<file path="src/design/daq_io_regs.svh">
// Purpose: offsets, field positions, reset values and timing counts
// Assumes: byte-wide host I/O, offsets relative to a decoded base address
// Notes:   definitions only
`ifndef DAQ_IO_REGS_SVH
`define DAQ_IO_REGS_SVH

`define OFS_ADC_LOW          4'h0
`define OFS_ADC_HIGH         4'h1
`define OFS_SCAN             4'h2
`define OFS_DIO              4'h3
`define OFS_DAC_A_LOW        4'h4
`define OFS_DAC_A_HIGH       4'h5
`define OFS_DAC_B_LOW        4'h6
`define OFS_DAC_B_HIGH       4'h7
`define OFS_STATUS           4'h8

`define SCAN_RESET           8'h00
`define DOUT_RESET           4'h0
`define DAC_RESET            12'h000

`define ST_BUSY_BIT          7
`define ST_POL_BIT           6
`define ST_CFG_BIT           5
`define ST_IRQ_BIT           4

`define CLK_PERIOD_NS        20
`define MUX_ADV_NS           400
// longest time: round down, at least one cycle
`define MUX_ADV_CYC          ((`MUX_ADV_NS / `CLK_PERIOD_NS) < 1 ? 1 : \
                              (`MUX_ADV_NS / `CLK_PERIOD_NS))

`endif

</file>
<file path="src/design/daq_io_pkg.sv">
// Purpose: shared types of the register front end
// Assumes: included constants header holds all numbers
// Notes:   none
`default_nettype none
package daq_io_pkg;
    typedef enum logic [1:0] {
        conv_idle,
        conv_run
    } conv_state_t;

    typedef logic [3:0] chan_t;
    typedef logic [11:0] code_t;
endpackage
`default_nettype wire

</file>
<file path="src/design/dac_pair_if.sv">
// Purpose: carries one double-buffered converter channel write port
// Assumes: single clock domain
// Notes:   written by the decoder, read by the channel buffer
`timescale 1ns/10ps
`default_nettype none
interface dac_pair_if;
    logic       low_we;
    logic       high_we;
    logic [7:0] wdata;
    logic [11:0] code;
    modport decoder (output low_we, output high_we, output wdata,
                     input code);
    modport channel (input low_we, input high_we, input wdata,
                     output code);
endinterface
`default_nettype wire

</file>
<file path="src/design/dac_double_buffer.sv">
// Purpose: one double-buffered 12-bit converter code register
// Assumes: host writes low byte, then high byte
// Notes:   code is straight binary, 0 lowest output, 4095 highest
`timescale 1ns/10ps
`default_nettype none
`include "daq_io_regs.svh"
module dac_double_buffer
    import daq_io_pkg::*;
(
    input  wire logic    ref_clk,
    input  wire logic    rst_b,
    dac_pair_if.channel  bus
);
    logic [3:0] low_hold_r;
    code_t      code_r;

    // low nibble waits in a holding latch so the output moves once
    always_ff @(posedge ref_clk) begin
        if (!rst_b) begin
            low_hold_r <= 4'h0;
            code_r     <= `DAC_RESET;
        end else begin
            if (bus.low_we)
                low_hold_r <= bus.wdata[7:4];
            if (bus.high_we)
                code_r <= {bus.wdata, low_hold_r};
        end
    end

    assign bus.code = code_r;

    // output changes only in the cycle after a high byte write
    stable_code_a: assert property (
        @(posedge ref_clk) disable iff (!rst_b)
        !$past(bus.high_we) |-> $stable(code_r))
        else $error("code moved without high byte write");
    code_compose_a: assert property (
        @(posedge ref_clk) disable iff (!rst_b)
        bus.high_we |=> code_r[11:4] == $past(bus.wdata))
        else $error("high byte not loaded");
endmodule
`default_nettype wire

</file>
<file path="src/design/daq_board_io_register_front.sv">
// Purpose: host register front end of a data acquisition board
// Assumes: byte I/O strobes are synchronous to ref_clk; base decode outside
// Notes:   converter is an external engine with start, done and data
`timescale 1ns/10ps
`default_nettype none
`include "daq_io_regs.svh"

// How it works
// - writing offset 0 starts a conversion; written data ignored.
// - low byte gives channel tag and low result bits; high byte upper bits.
// - result and tag stay latched until next conversion finishes.
// - about 400 ns after start the channel counter advances.
// - after last channel converts, counter reloads first channel.
// - any scan register write reloads counter with first channel.
// - output port write latches bits 3:0; resets to zero.
// - input and output share offset; reads return live input lines.
// - digital read gives inputs low nibble, fixed board id high.
// - input 0 is pacer clock and timer hold gate; input 2 gate zero.
// - each converter code is write only and double buffered.
// - first channel low byte bits 7:4 are low code bits.
// - second channel uses same layout at next two offsets.
// - converter codes are straight binary zero to 4095.
// - status shows busy, polarity, config, irq pending, mux channel.
// - a status write clears pending interrupt and request, unless a conversion ends in the same cycle.
// - conversion done sets pending flag regardless of enable.
// - config flag one for 16 single ended, zero for 8 differential.
// - polarity flag one for unipolar, zero for bipolar.
// - busy reads one during conversion; channel updates after rise.
// - enabled and no dma: request raised at every conversion end.
module daq_board_io_register_front
    import daq_io_pkg::*;
#(
    parameter logic [3:0] BOARD_ID    = 4'h5, // value is arbitrary
    parameter int         MUX_ADV_CYC = `MUX_ADV_CYC
)(
    input  wire logic        ref_clk,
    input  wire logic        rst_b,
    input  wire logic [3:0]  host_addr,
    input  wire logic        host_rd,
    input  wire logic        host_wr,
    input  wire logic [7:0]  host_wdata,
    output logic [7:0]       host_rdata,
    output logic             conv_start,
    input  wire logic        conv_done,
    input  wire logic [11:0] conv_data,
    output logic [3:0]       mux_channel,
    input  wire logic        irq_gate_bit,
    input  wire logic        dma_transfer_bit,
    output logic             irq_request,
    input  wire logic [3:0]  digital_in_lines,
    output logic [3:0]       digital_out_lines,
    output logic             external_pacer_clock,
    output logic             timer_hold_gate,
    output logic             timer_zero_gate,
    input  wire logic        input_config_switch,
    input  wire logic        range_polarity_switch,
    output logic [11:0]      dac_a_code,
    output logic [11:0]      dac_b_code
);
    // pin synchronisers
    logic [3:0] din_meta_r;
    logic [3:0] din_sync_r;
    logic [1:0] sw_meta_r;
    logic [1:0] sw_sync_r;

    conv_state_t state_r;
    conv_state_t state_nxt;
    logic [8:0]  adv_cnt_r;
    logic        adv_pend_r;
    chan_t       chan_r;
    chan_t       conv_chan_r;
    chan_t       tag_r;
    code_t       result_r;
    logic [7:0]  scan_r;
    logic [3:0]  dout_r;
    logic        irq_pend_r;
    logic [7:0]  rdata_r;

    dac_pair_if dac_a_bus ();
    dac_pair_if dac_b_bus ();

    // decode helper used for every strobe
    function automatic logic hit(input logic [3:0] a, input logic [3:0] o);
        return a == o;
    endfunction

    logic       wr_start;
    logic       wr_scan;
    logic       wr_dout;
    logic       wr_status;
    logic       adv_fire;
    logic       at_last;
    chan_t      first_ch;
    chan_t      last_ch;
    logic [7:0] status_byte;
    logic [7:0] rdata_nxt;

    // write strobes by offset alone
    assign wr_start  = host_wr && hit(host_addr, `OFS_ADC_LOW);
    assign wr_scan   = host_wr && hit(host_addr, `OFS_SCAN);
    assign wr_dout   = host_wr && hit(host_addr, `OFS_DIO);
    assign wr_status = host_wr && hit(host_addr, `OFS_STATUS);
    assign dac_a_bus.low_we  = host_wr && hit(host_addr, `OFS_DAC_A_LOW);
    assign dac_a_bus.high_we = host_wr && hit(host_addr, `OFS_DAC_A_HIGH);
    assign dac_b_bus.low_we  = host_wr && hit(host_addr, `OFS_DAC_B_LOW);
    assign dac_b_bus.high_we = host_wr && hit(host_addr, `OFS_DAC_B_HIGH);
    assign dac_a_bus.wdata   = host_wdata;
    assign dac_b_bus.wdata   = host_wdata;

    assign first_ch = scan_r[3:0];
    assign last_ch  = scan_r[7:4];
    // the tag of the channel being converted decides the wrap
    assign at_last  = (conv_chan_r == last_ch);
    assign adv_fire = adv_pend_r && (adv_cnt_r == 9'(MUX_ADV_CYC - 1));

    dac_double_buffer dac_a_u (
        .ref_clk (ref_clk),
        .rst_b   (rst_b),
        .bus     (dac_a_bus.channel)
    );
    dac_double_buffer dac_b_u (
        .ref_clk (ref_clk),
        .rst_b   (rst_b),
        .bus     (dac_b_bus.channel)
    );

    // two flops on the digital input lines and both switches before any logic reads them
    always_ff @(posedge ref_clk) begin
        if (!rst_b) begin
            din_meta_r <= 4'h0;
            din_sync_r <= 4'h0;
            sw_meta_r  <= 2'b00;
            sw_sync_r  <= 2'b00;
        end else begin
            din_meta_r <= digital_in_lines;
            din_sync_r <= din_meta_r;
            sw_meta_r  <= {range_polarity_switch, input_config_switch};
            sw_sync_r  <= sw_meta_r;
        end
    end

    // converter sequencing; a start while busy is ignored
    always_comb begin
        state_nxt = state_r;
        case (state_r)
            conv_idle: if (wr_start) state_nxt = conv_run;
            conv_run:  if (conv_done) state_nxt = conv_idle;
            default:   state_nxt = conv_idle;
        endcase
    end

    assign conv_start = wr_start && (state_r == conv_idle);

    always_ff @(posedge ref_clk) begin
        if (!rst_b)
            state_r <= conv_idle;
        else
            state_r <= state_nxt;
    end

    // delay from start to mux advance, counted in ref_clk cycles
    always_ff @(posedge ref_clk) begin
        if (!rst_b) begin
            adv_pend_r <= 1'b0;
            adv_cnt_r  <= 9'h000;
        end else if (conv_start) begin
            adv_pend_r <= 1'b1;
            adv_cnt_r  <= 9'h000;
        end else if (adv_fire) begin
            adv_pend_r <= 1'b0;
        end else if (adv_pend_r) begin
            adv_cnt_r  <= adv_cnt_r + 9'h001;
        end
    end

    // channel counter; a scan write wins since it reinitialises
    always_ff @(posedge ref_clk) begin
        if (!rst_b) begin
            chan_r      <= 4'h0;
            conv_chan_r <= 4'h0;
        end else begin
            if (conv_start)
                conv_chan_r <= chan_r;
            if (wr_scan)
                chan_r <= host_wdata[3:0];
            else if (adv_fire && at_last)
                chan_r <= first_ch;
            else if (adv_fire)
                chan_r <= chan_r + 4'h1;
        end
    end

    // scan limits and output latch
    always_ff @(posedge ref_clk) begin
        if (!rst_b) begin
            scan_r <= `SCAN_RESET;
            dout_r <= `DOUT_RESET;
        end else begin
            if (wr_scan)
                scan_r <= host_wdata;
            if (wr_dout)
                dout_r <= host_wdata[3:0];
        end
    end

    // result latch holds until the next completion
    always_ff @(posedge ref_clk) begin
        if (!rst_b) begin
            result_r <= 12'h000;
            tag_r    <= 4'h0;
        end else if (state_r == conv_run && conv_done) begin
            result_r <= conv_data;
            tag_r    <= conv_chan_r;
        end
    end

    // pending flag: completion wins over a same-cycle clear
    always_ff @(posedge ref_clk) begin
        if (!rst_b)
            irq_pend_r <= 1'b0;
        else if (state_r == conv_run && conv_done)
            irq_pend_r <= 1'b1;
        else if (wr_status)
            irq_pend_r <= 1'b0;
    end

    // request only leaves the board when enabled and not in dma mode
    assign irq_request = irq_pend_r && irq_gate_bit && !dma_transfer_bit;

    assign status_byte = {(state_r == conv_run),
                          sw_sync_r[1],
                          sw_sync_r[0],
                          irq_pend_r,
                          chan_r};

    // read mux; write only and unmapped offsets read as zero
    always_comb begin
        case (host_addr)
            `OFS_ADC_LOW:  rdata_nxt = {result_r[3:0], tag_r};
            `OFS_ADC_HIGH: rdata_nxt = result_r[11:4];
            `OFS_SCAN:     rdata_nxt = scan_r;
            `OFS_DIO:      rdata_nxt = {BOARD_ID, din_sync_r};
            `OFS_STATUS:   rdata_nxt = status_byte;
            default:       rdata_nxt = 8'h00;
        endcase
    end

    // registered read data, valid the cycle after the read strobe
    always_ff @(posedge ref_clk) begin
        if (!rst_b)
            rdata_r <= 8'h00;
        else if (host_rd)
            rdata_r <= rdata_nxt;
    end

    assign host_rdata           = rdata_r;
    assign mux_channel          = chan_r;
    assign digital_out_lines    = dout_r;
    assign external_pacer_clock = din_sync_r[0];
    assign timer_hold_gate      = din_sync_r[0];
    assign timer_zero_gate      = din_sync_r[2];
    assign dac_a_code           = dac_a_bus.code;
    assign dac_b_code           = dac_b_bus.code;

    // converter handshake and channel sequencing checks
    start_busy_a: assert property (
        @(posedge ref_clk) disable iff (!rst_b)
        conv_start |=> state_r == conv_run)
        else $error("start did not raise busy");
    result_hold_a: assert property (
        @(posedge ref_clk) disable iff (!rst_b)
        !(state_r == conv_run && conv_done) |=> $stable(result_r))
        else $error("result changed without completion");
    result_load_a: assert property (
        @(posedge ref_clk) disable iff (!rst_b)
        state_r == conv_run && conv_done |=>
            result_r == $past(conv_data) && tag_r == $past(conv_chan_r))
        else $error("result or tag not latched");
    tag_capture_a: assert property (
        @(posedge ref_clk) disable iff (!rst_b)
        conv_start |=> conv_chan_r == $past(chan_r))
        else $error("tag not taken at start");
    scan_reload_a: assert property (
        @(posedge ref_clk) disable iff (!rst_b)
        wr_scan |=> chan_r == $past(host_wdata[3:0]))
        else $error("scan write did not reload counter");
    advance_time_a: assert property (
        @(posedge ref_clk) disable iff (!rst_b)
        conv_start && !wr_scan |-> ##[1:30] adv_fire)
        else $error("channel advance late");
    chan_hold_a: assert property (
        @(posedge ref_clk) disable iff (!rst_b)
        !wr_scan && !adv_fire |=> $stable(chan_r))
        else $error("channel moved without cause");
    wrap_first_a: assert property (
        @(posedge ref_clk) disable iff (!rst_b)
        adv_fire && at_last && !wr_scan |=> chan_r == $past(first_ch))
        else $error("no wrap to first channel");

    // latches and the pending flag
    scan_store_a: assert property (
        @(posedge ref_clk) disable iff (!rst_b)
        wr_scan |=> scan_r == $past(host_wdata))
        else $error("scan limits not stored");
    dout_latch_a: assert property (
        @(posedge ref_clk) disable iff (!rst_b)
        wr_dout |=> digital_out_lines == $past(host_wdata[3:0]))
        else $error("output latch wrong");
    dout_hold_a: assert property (
        @(posedge ref_clk) disable iff (!rst_b)
        !wr_dout |=> $stable(dout_r))
        else $error("output latch moved without write");
    irq_set_a: assert property (
        @(posedge ref_clk) disable iff (!rst_b)
        state_r == conv_run && conv_done |=> irq_pend_r)
        else $error("pending not set");
    irq_hold_a: assert property (
        @(posedge ref_clk) disable iff (!rst_b)
        irq_pend_r && !wr_status |=> irq_pend_r)
        else $error("pending lost without clear");
    irq_clear_a: assert property (
        @(posedge ref_clk) disable iff (!rst_b)
        wr_status && !(state_r == conv_run && conv_done) |=> !irq_request)
        else $error("request not withdrawn");

    // read path: a byte read returns what stood at the read edge, so a
    // completion in the same cycle is seen only by the next read
    adc_low_read_a: assert property (
        @(posedge ref_clk) disable iff (!rst_b)
        host_rd && host_addr == `OFS_ADC_LOW |=>
            host_rdata == {$past(result_r[3:0]), $past(tag_r)})
        else $error("result low byte wrong");
    adc_high_read_a: assert property (
        @(posedge ref_clk) disable iff (!rst_b)
        host_rd && host_addr == `OFS_ADC_HIGH |=>
            host_rdata == $past(result_r[11:4]))
        else $error("result high byte wrong");
    dio_read_a: assert property (
        @(posedge ref_clk) disable iff (!rst_b)
        host_rd && host_addr == `OFS_DIO |=> host_rdata[7:4] == BOARD_ID)
        else $error("board id wrong");
    dio_input_read_a: assert property (
        @(posedge ref_clk) disable iff (!rst_b)
        host_rd && host_addr == `OFS_DIO |=>
            host_rdata[3:0] == $past(din_sync_r))
        else $error("input lines not returned");
    status_read_a: assert property (
        @(posedge ref_clk) disable iff (!rst_b)
        host_rd && host_addr == `OFS_STATUS |=>
            host_rdata == $past(status_byte))
        else $error("status byte wrong");
    wo_read_zero_a: assert property (
        @(posedge ref_clk) disable iff (!rst_b)
        host_rd && host_addr >= `OFS_DAC_A_LOW &&
            host_addr <= `OFS_DAC_B_HIGH |=> host_rdata == 8'h00)
        else $error("write only code register readable");
endmodule
`default_nettype wire

</file>
<file path="config.mk">
export PLATFORM = sky130hd
export DESIGN_NAME = daq_board_io_register_front
export DESIGN_NICKNAME = d
export VERILOG_FILES = /design/src/design/daq_io_pkg.sv /design/src/design/dac_pair_if.sv /design/src/design/dac_double_buffer.sv /design/src/design/daq_board_io_register_front.sv
export VERILOG_INCLUDE_DIRS = /design/src /design/src/design
export SDC_FILE = /design/constraint.sdc
export NUM_CORES = 1
export LEC_CHECK = 0
export ABC_AREA = 1
export BUFFER_PORTS_ARGS = -buffer_cell sky130_fd_sc_hd__clkbuf_2
export CAP_MARGIN = 20
export CORE_MARGIN = 2
export CORE_UTILIZATION = 45
export DETAILED_ROUTE_END_ITERATION = 8
export HOLD_SLACK_MARGIN = 0.12
export PLACE_DENSITY = 0.67
export SYNTH_ARGS = -nofsm -noshare
export SYNTH_HDL_FRONTEND = slang
export SYNTH_SLANG_ARGS = --single-unit
</file>
<file path="constraint.sdc">
create_clock -name ref_clk -period 3.5 [get_ports ref_clk]
set_input_delay 0.35 -clock ref_clk [delete_from_list [all_inputs] [get_ports ref_clk]]
set_output_delay 0.35 -clock ref_clk [all_outputs]
set_load 0.05 [all_outputs]
</file>
==> qor.csv <==
metric,value,unit
outcome,"finished, final reports clean",
nature of the critical path startpoint,input pin,
Util after Layout,52.9,%
Worst VDD drop,0.215,mV
WHS,0.151,ns
Max Clk Rate,0.550,GHz
maxcap violations,0,
post-place instance area,4630,um2
"Distinct cells, synth",31,
drt total wl,10100,um
Critical-path top delay cell,clkbuf_2,
Worst Tran Pin Value,0.668,ns
final setup TNS,0,ns
max_slew headroom,55.4,%
"Avg Cell Area, Syn",7.41,um2
hold buffers post-CTS,0,
Final WS setup,1.68,ns
Die W,101,um
CTS max path bufs,2,
root buf cell,clkbuf_8,
row cnt,35,
First DRT Iteration DRCs,131,
Synth top area share,47.7,%
Tcrit/Tclk final,51.9,%
PortBufs,81,
Post-DRT Antenna Nets,0,
crit path cell chain,clkbuf_2 -> nor2_1 -> nand2_2 -> inv_2 -> nand3_2 -> inv_2 -> clkbuf_2,
synthesized net count,605,
required time of the critical path,3.15,ns
TritonCTS buffer count,9,
Via Count,3740,
"count leader, synth",nand2_1,
Most used DFF post-synth,dfxtp_1,
Post-Synthesis Cells,566,
cell area after layout,4840,um2
CTS Sinks,100,
post-layout min period,1.82,ns
leading area contributor after synthesis,dfxtp_1,
Final #Nets,676,
Worst Hold Class,input pin to flip-flop,
antenna violations before repair,0,
final max-slew violation count,0,
main area contributors after synthesis,"dfxtp_1 (48%), nand2_1 (9.1%), nor2_1 (8.5%), o21ai_0 (7.4%), a21oi_1 (5.3%)",
DP Worst Slack,1.68,ns
IO Count,82,
number of global-route vias before repair,3491,
CP max FO,9,
core area,9150,um2
CTS tree,done,
synth warn,0,
Clock Skew,0.0143,ns
global-route wire length before repair,16600,um
Layout Cells excl Fill,753,
crit path DAT,1.47,ns
Hold Fails Final Rpt,0,
Overflow after GRT,0,
routed len/inst,13.4,um
count of state elements after synthesis,100,
RSZ-0062 raised after global routing,no,
CP top delay family,buffers and inverters,
Via-to-Cell Ratio,4.97,
clk slew on worst S/H paths,0.12,ns
Detail Placement HPWL,7450,um
GRT Total Usage,20.8,%
CTS HTree Levels,3,
DRT Pass-1 Iters,4,
n_diodes,0,
Final Total Pwr,2.13,mW
hold path cells,3,
Inst Count DP,737,
Residual DRC,0,
crit path buf inv count,4,
critical path type,input pin to output pin,
clk_lat worst skew,0.37,ns
Synth async-reset ratio,0,%
Worst setup EP type,output pin,
total stage count of the critical path,7,
Resized cells post-CTS,0,
post-synthesis sequential area ratio,47.7,%
CP peak stage delay,0.28,ns
"Area growth, synth to finish",15.4,%
Initial Util,45.8,%
Post-synth top cells,"nand2_1 (102), dfxtp_1 (100), nor2_1 (95)",
P_leak,2.24,nW
pin count of the biggest net entering global routing,49,
Final setup viols,0,
share of cells above drive strength 1,20.4,%
Post-synth EDFFs,0,
Post-CTS Setup Inserts,0,
P per Cell Area,440,nW/um2
"Cell Area, Synth",4190,um2
Die Area,10100,um2
r2r worst-path depth,9,
die height,101,um
gpl congestion,0.909,
## power by group
group / leakage [nW] / internal, mW / total, mW / switching [mW]
clock: 0.109 / 0.350 / 0.791 / 0.441
combinational: 1.32 / 0.0466 / 0.168 / 0.121
sequential: 0.810 / 1.16 / 1.17 / 0.0122
total: 2.24 / 1.56 / 2.13 / 0.574
## area by class of cell
cell class	count	area (um2)
Tap cell	111	139
Multi-Input combinational cell	379	1830
Timing Repair Buffer	82	413
Clock inverter	7	87.6
Clock buffer	9	124
Sequential cell	100	2000
Inverter	65	246
Fill cell	900	4310
## flip-flops by register name, indices dropped and copies added, names as in the netlist
register            count
conv_chan_r             4
tag_r                   4
digital_out_lines       4
mux_channel             4
host_rdata              8
din_meta_r              4
dac_a_u.bus.code       12
sw_meta_r               2
din_sync_r              4
adv_pend_r              1
adv_cnt_r               9
result_r               12
dac_b_u.bus.code       12
irq_pend_r              1
scan_r                  8
sw_sync_r               2
state_r                 1
dac_b_u.low_hold_r      4
dac_a_u.low_hold_r      4
## worst register-to-register path: stages (launching register included)
cell and delay (ns):
dfxtp_1 0.38, ha_1 0.19, nand2_1 0.07, nor2_1 0.16, nand2_2 0.10, nand2_2 0.21, inv_1 0.17, nand2_1 0.10
nand2_1 0.06, a21oi_1 0.12
## layout by cell type (no fill, tap or decap), types with 2 or more instances in the layout
master,netlist,layout
xor2_1,6,6
a21oi_1,44,44
nor2_8,2,2
nor3_1,3,3
clkbuf_2,0,81
clkbuf_8,0,9
nor2_2,3,3
nand2_2,7,7
nand3_2,2,2
nor2_1,95,95
nand2_1,102,102
inv_6,0,3
inv_8,0,2
nand2_4,2,2
o22ai_1,3,3
inv_2,8,8
inv_1,55,55
dfxtp_1,100,100
o21ai_0,62,62
nand4_1,2,2
nand3b_1,2,2
o21ai_1,11,11
ha_1,2,2
nor2_4,4,4
nand3_1,21,21
nor3b_2,2,2
## path summary, 6_finish.rpt
kind | startpoint | to | slack [ns]
worst min register to register | din_meta_r[2]$_SDFF_PN0_ | din_sync_r[2]$_SDFF_PN0_ | 0.43
worst max-delay path | host_addr[2] | conv_start | 1.68
worst min-delay path | digital_in_lines[0] | din_meta_r[0]$_SDFF_PN0_ | 0.15
worst max register to register | adv_cnt_r[0]$_SDFFE_PP0P_ | adv_cnt_r[3]$_SDFFE_PP0P_ | 1.88
## logic make-up after synthesis
logic type	count (synthesis)	share of synthesized area, %
buffers and inverters	87	8.71
DFF	100	47.7
AOI/OAI and AO/OA	121	14.6
adders and majority gates	2	0.597
and+or+nand+nor	249	26.9
xor gates and xnor gates	7	1.46
## metal layers
metal | track usage [%] | vias to the layer above | share of wire, %
li1 | - | 1942 | -
met1 | 26.9 | 1700 | 46
met2 | 34.5 | 86 | 47
met3 | 4.51 | 12 | 4.8
met4 | 6.64 | 0 | 1.5
met5 | 0 | - | 0
Power figures use the tool's default switching activity.
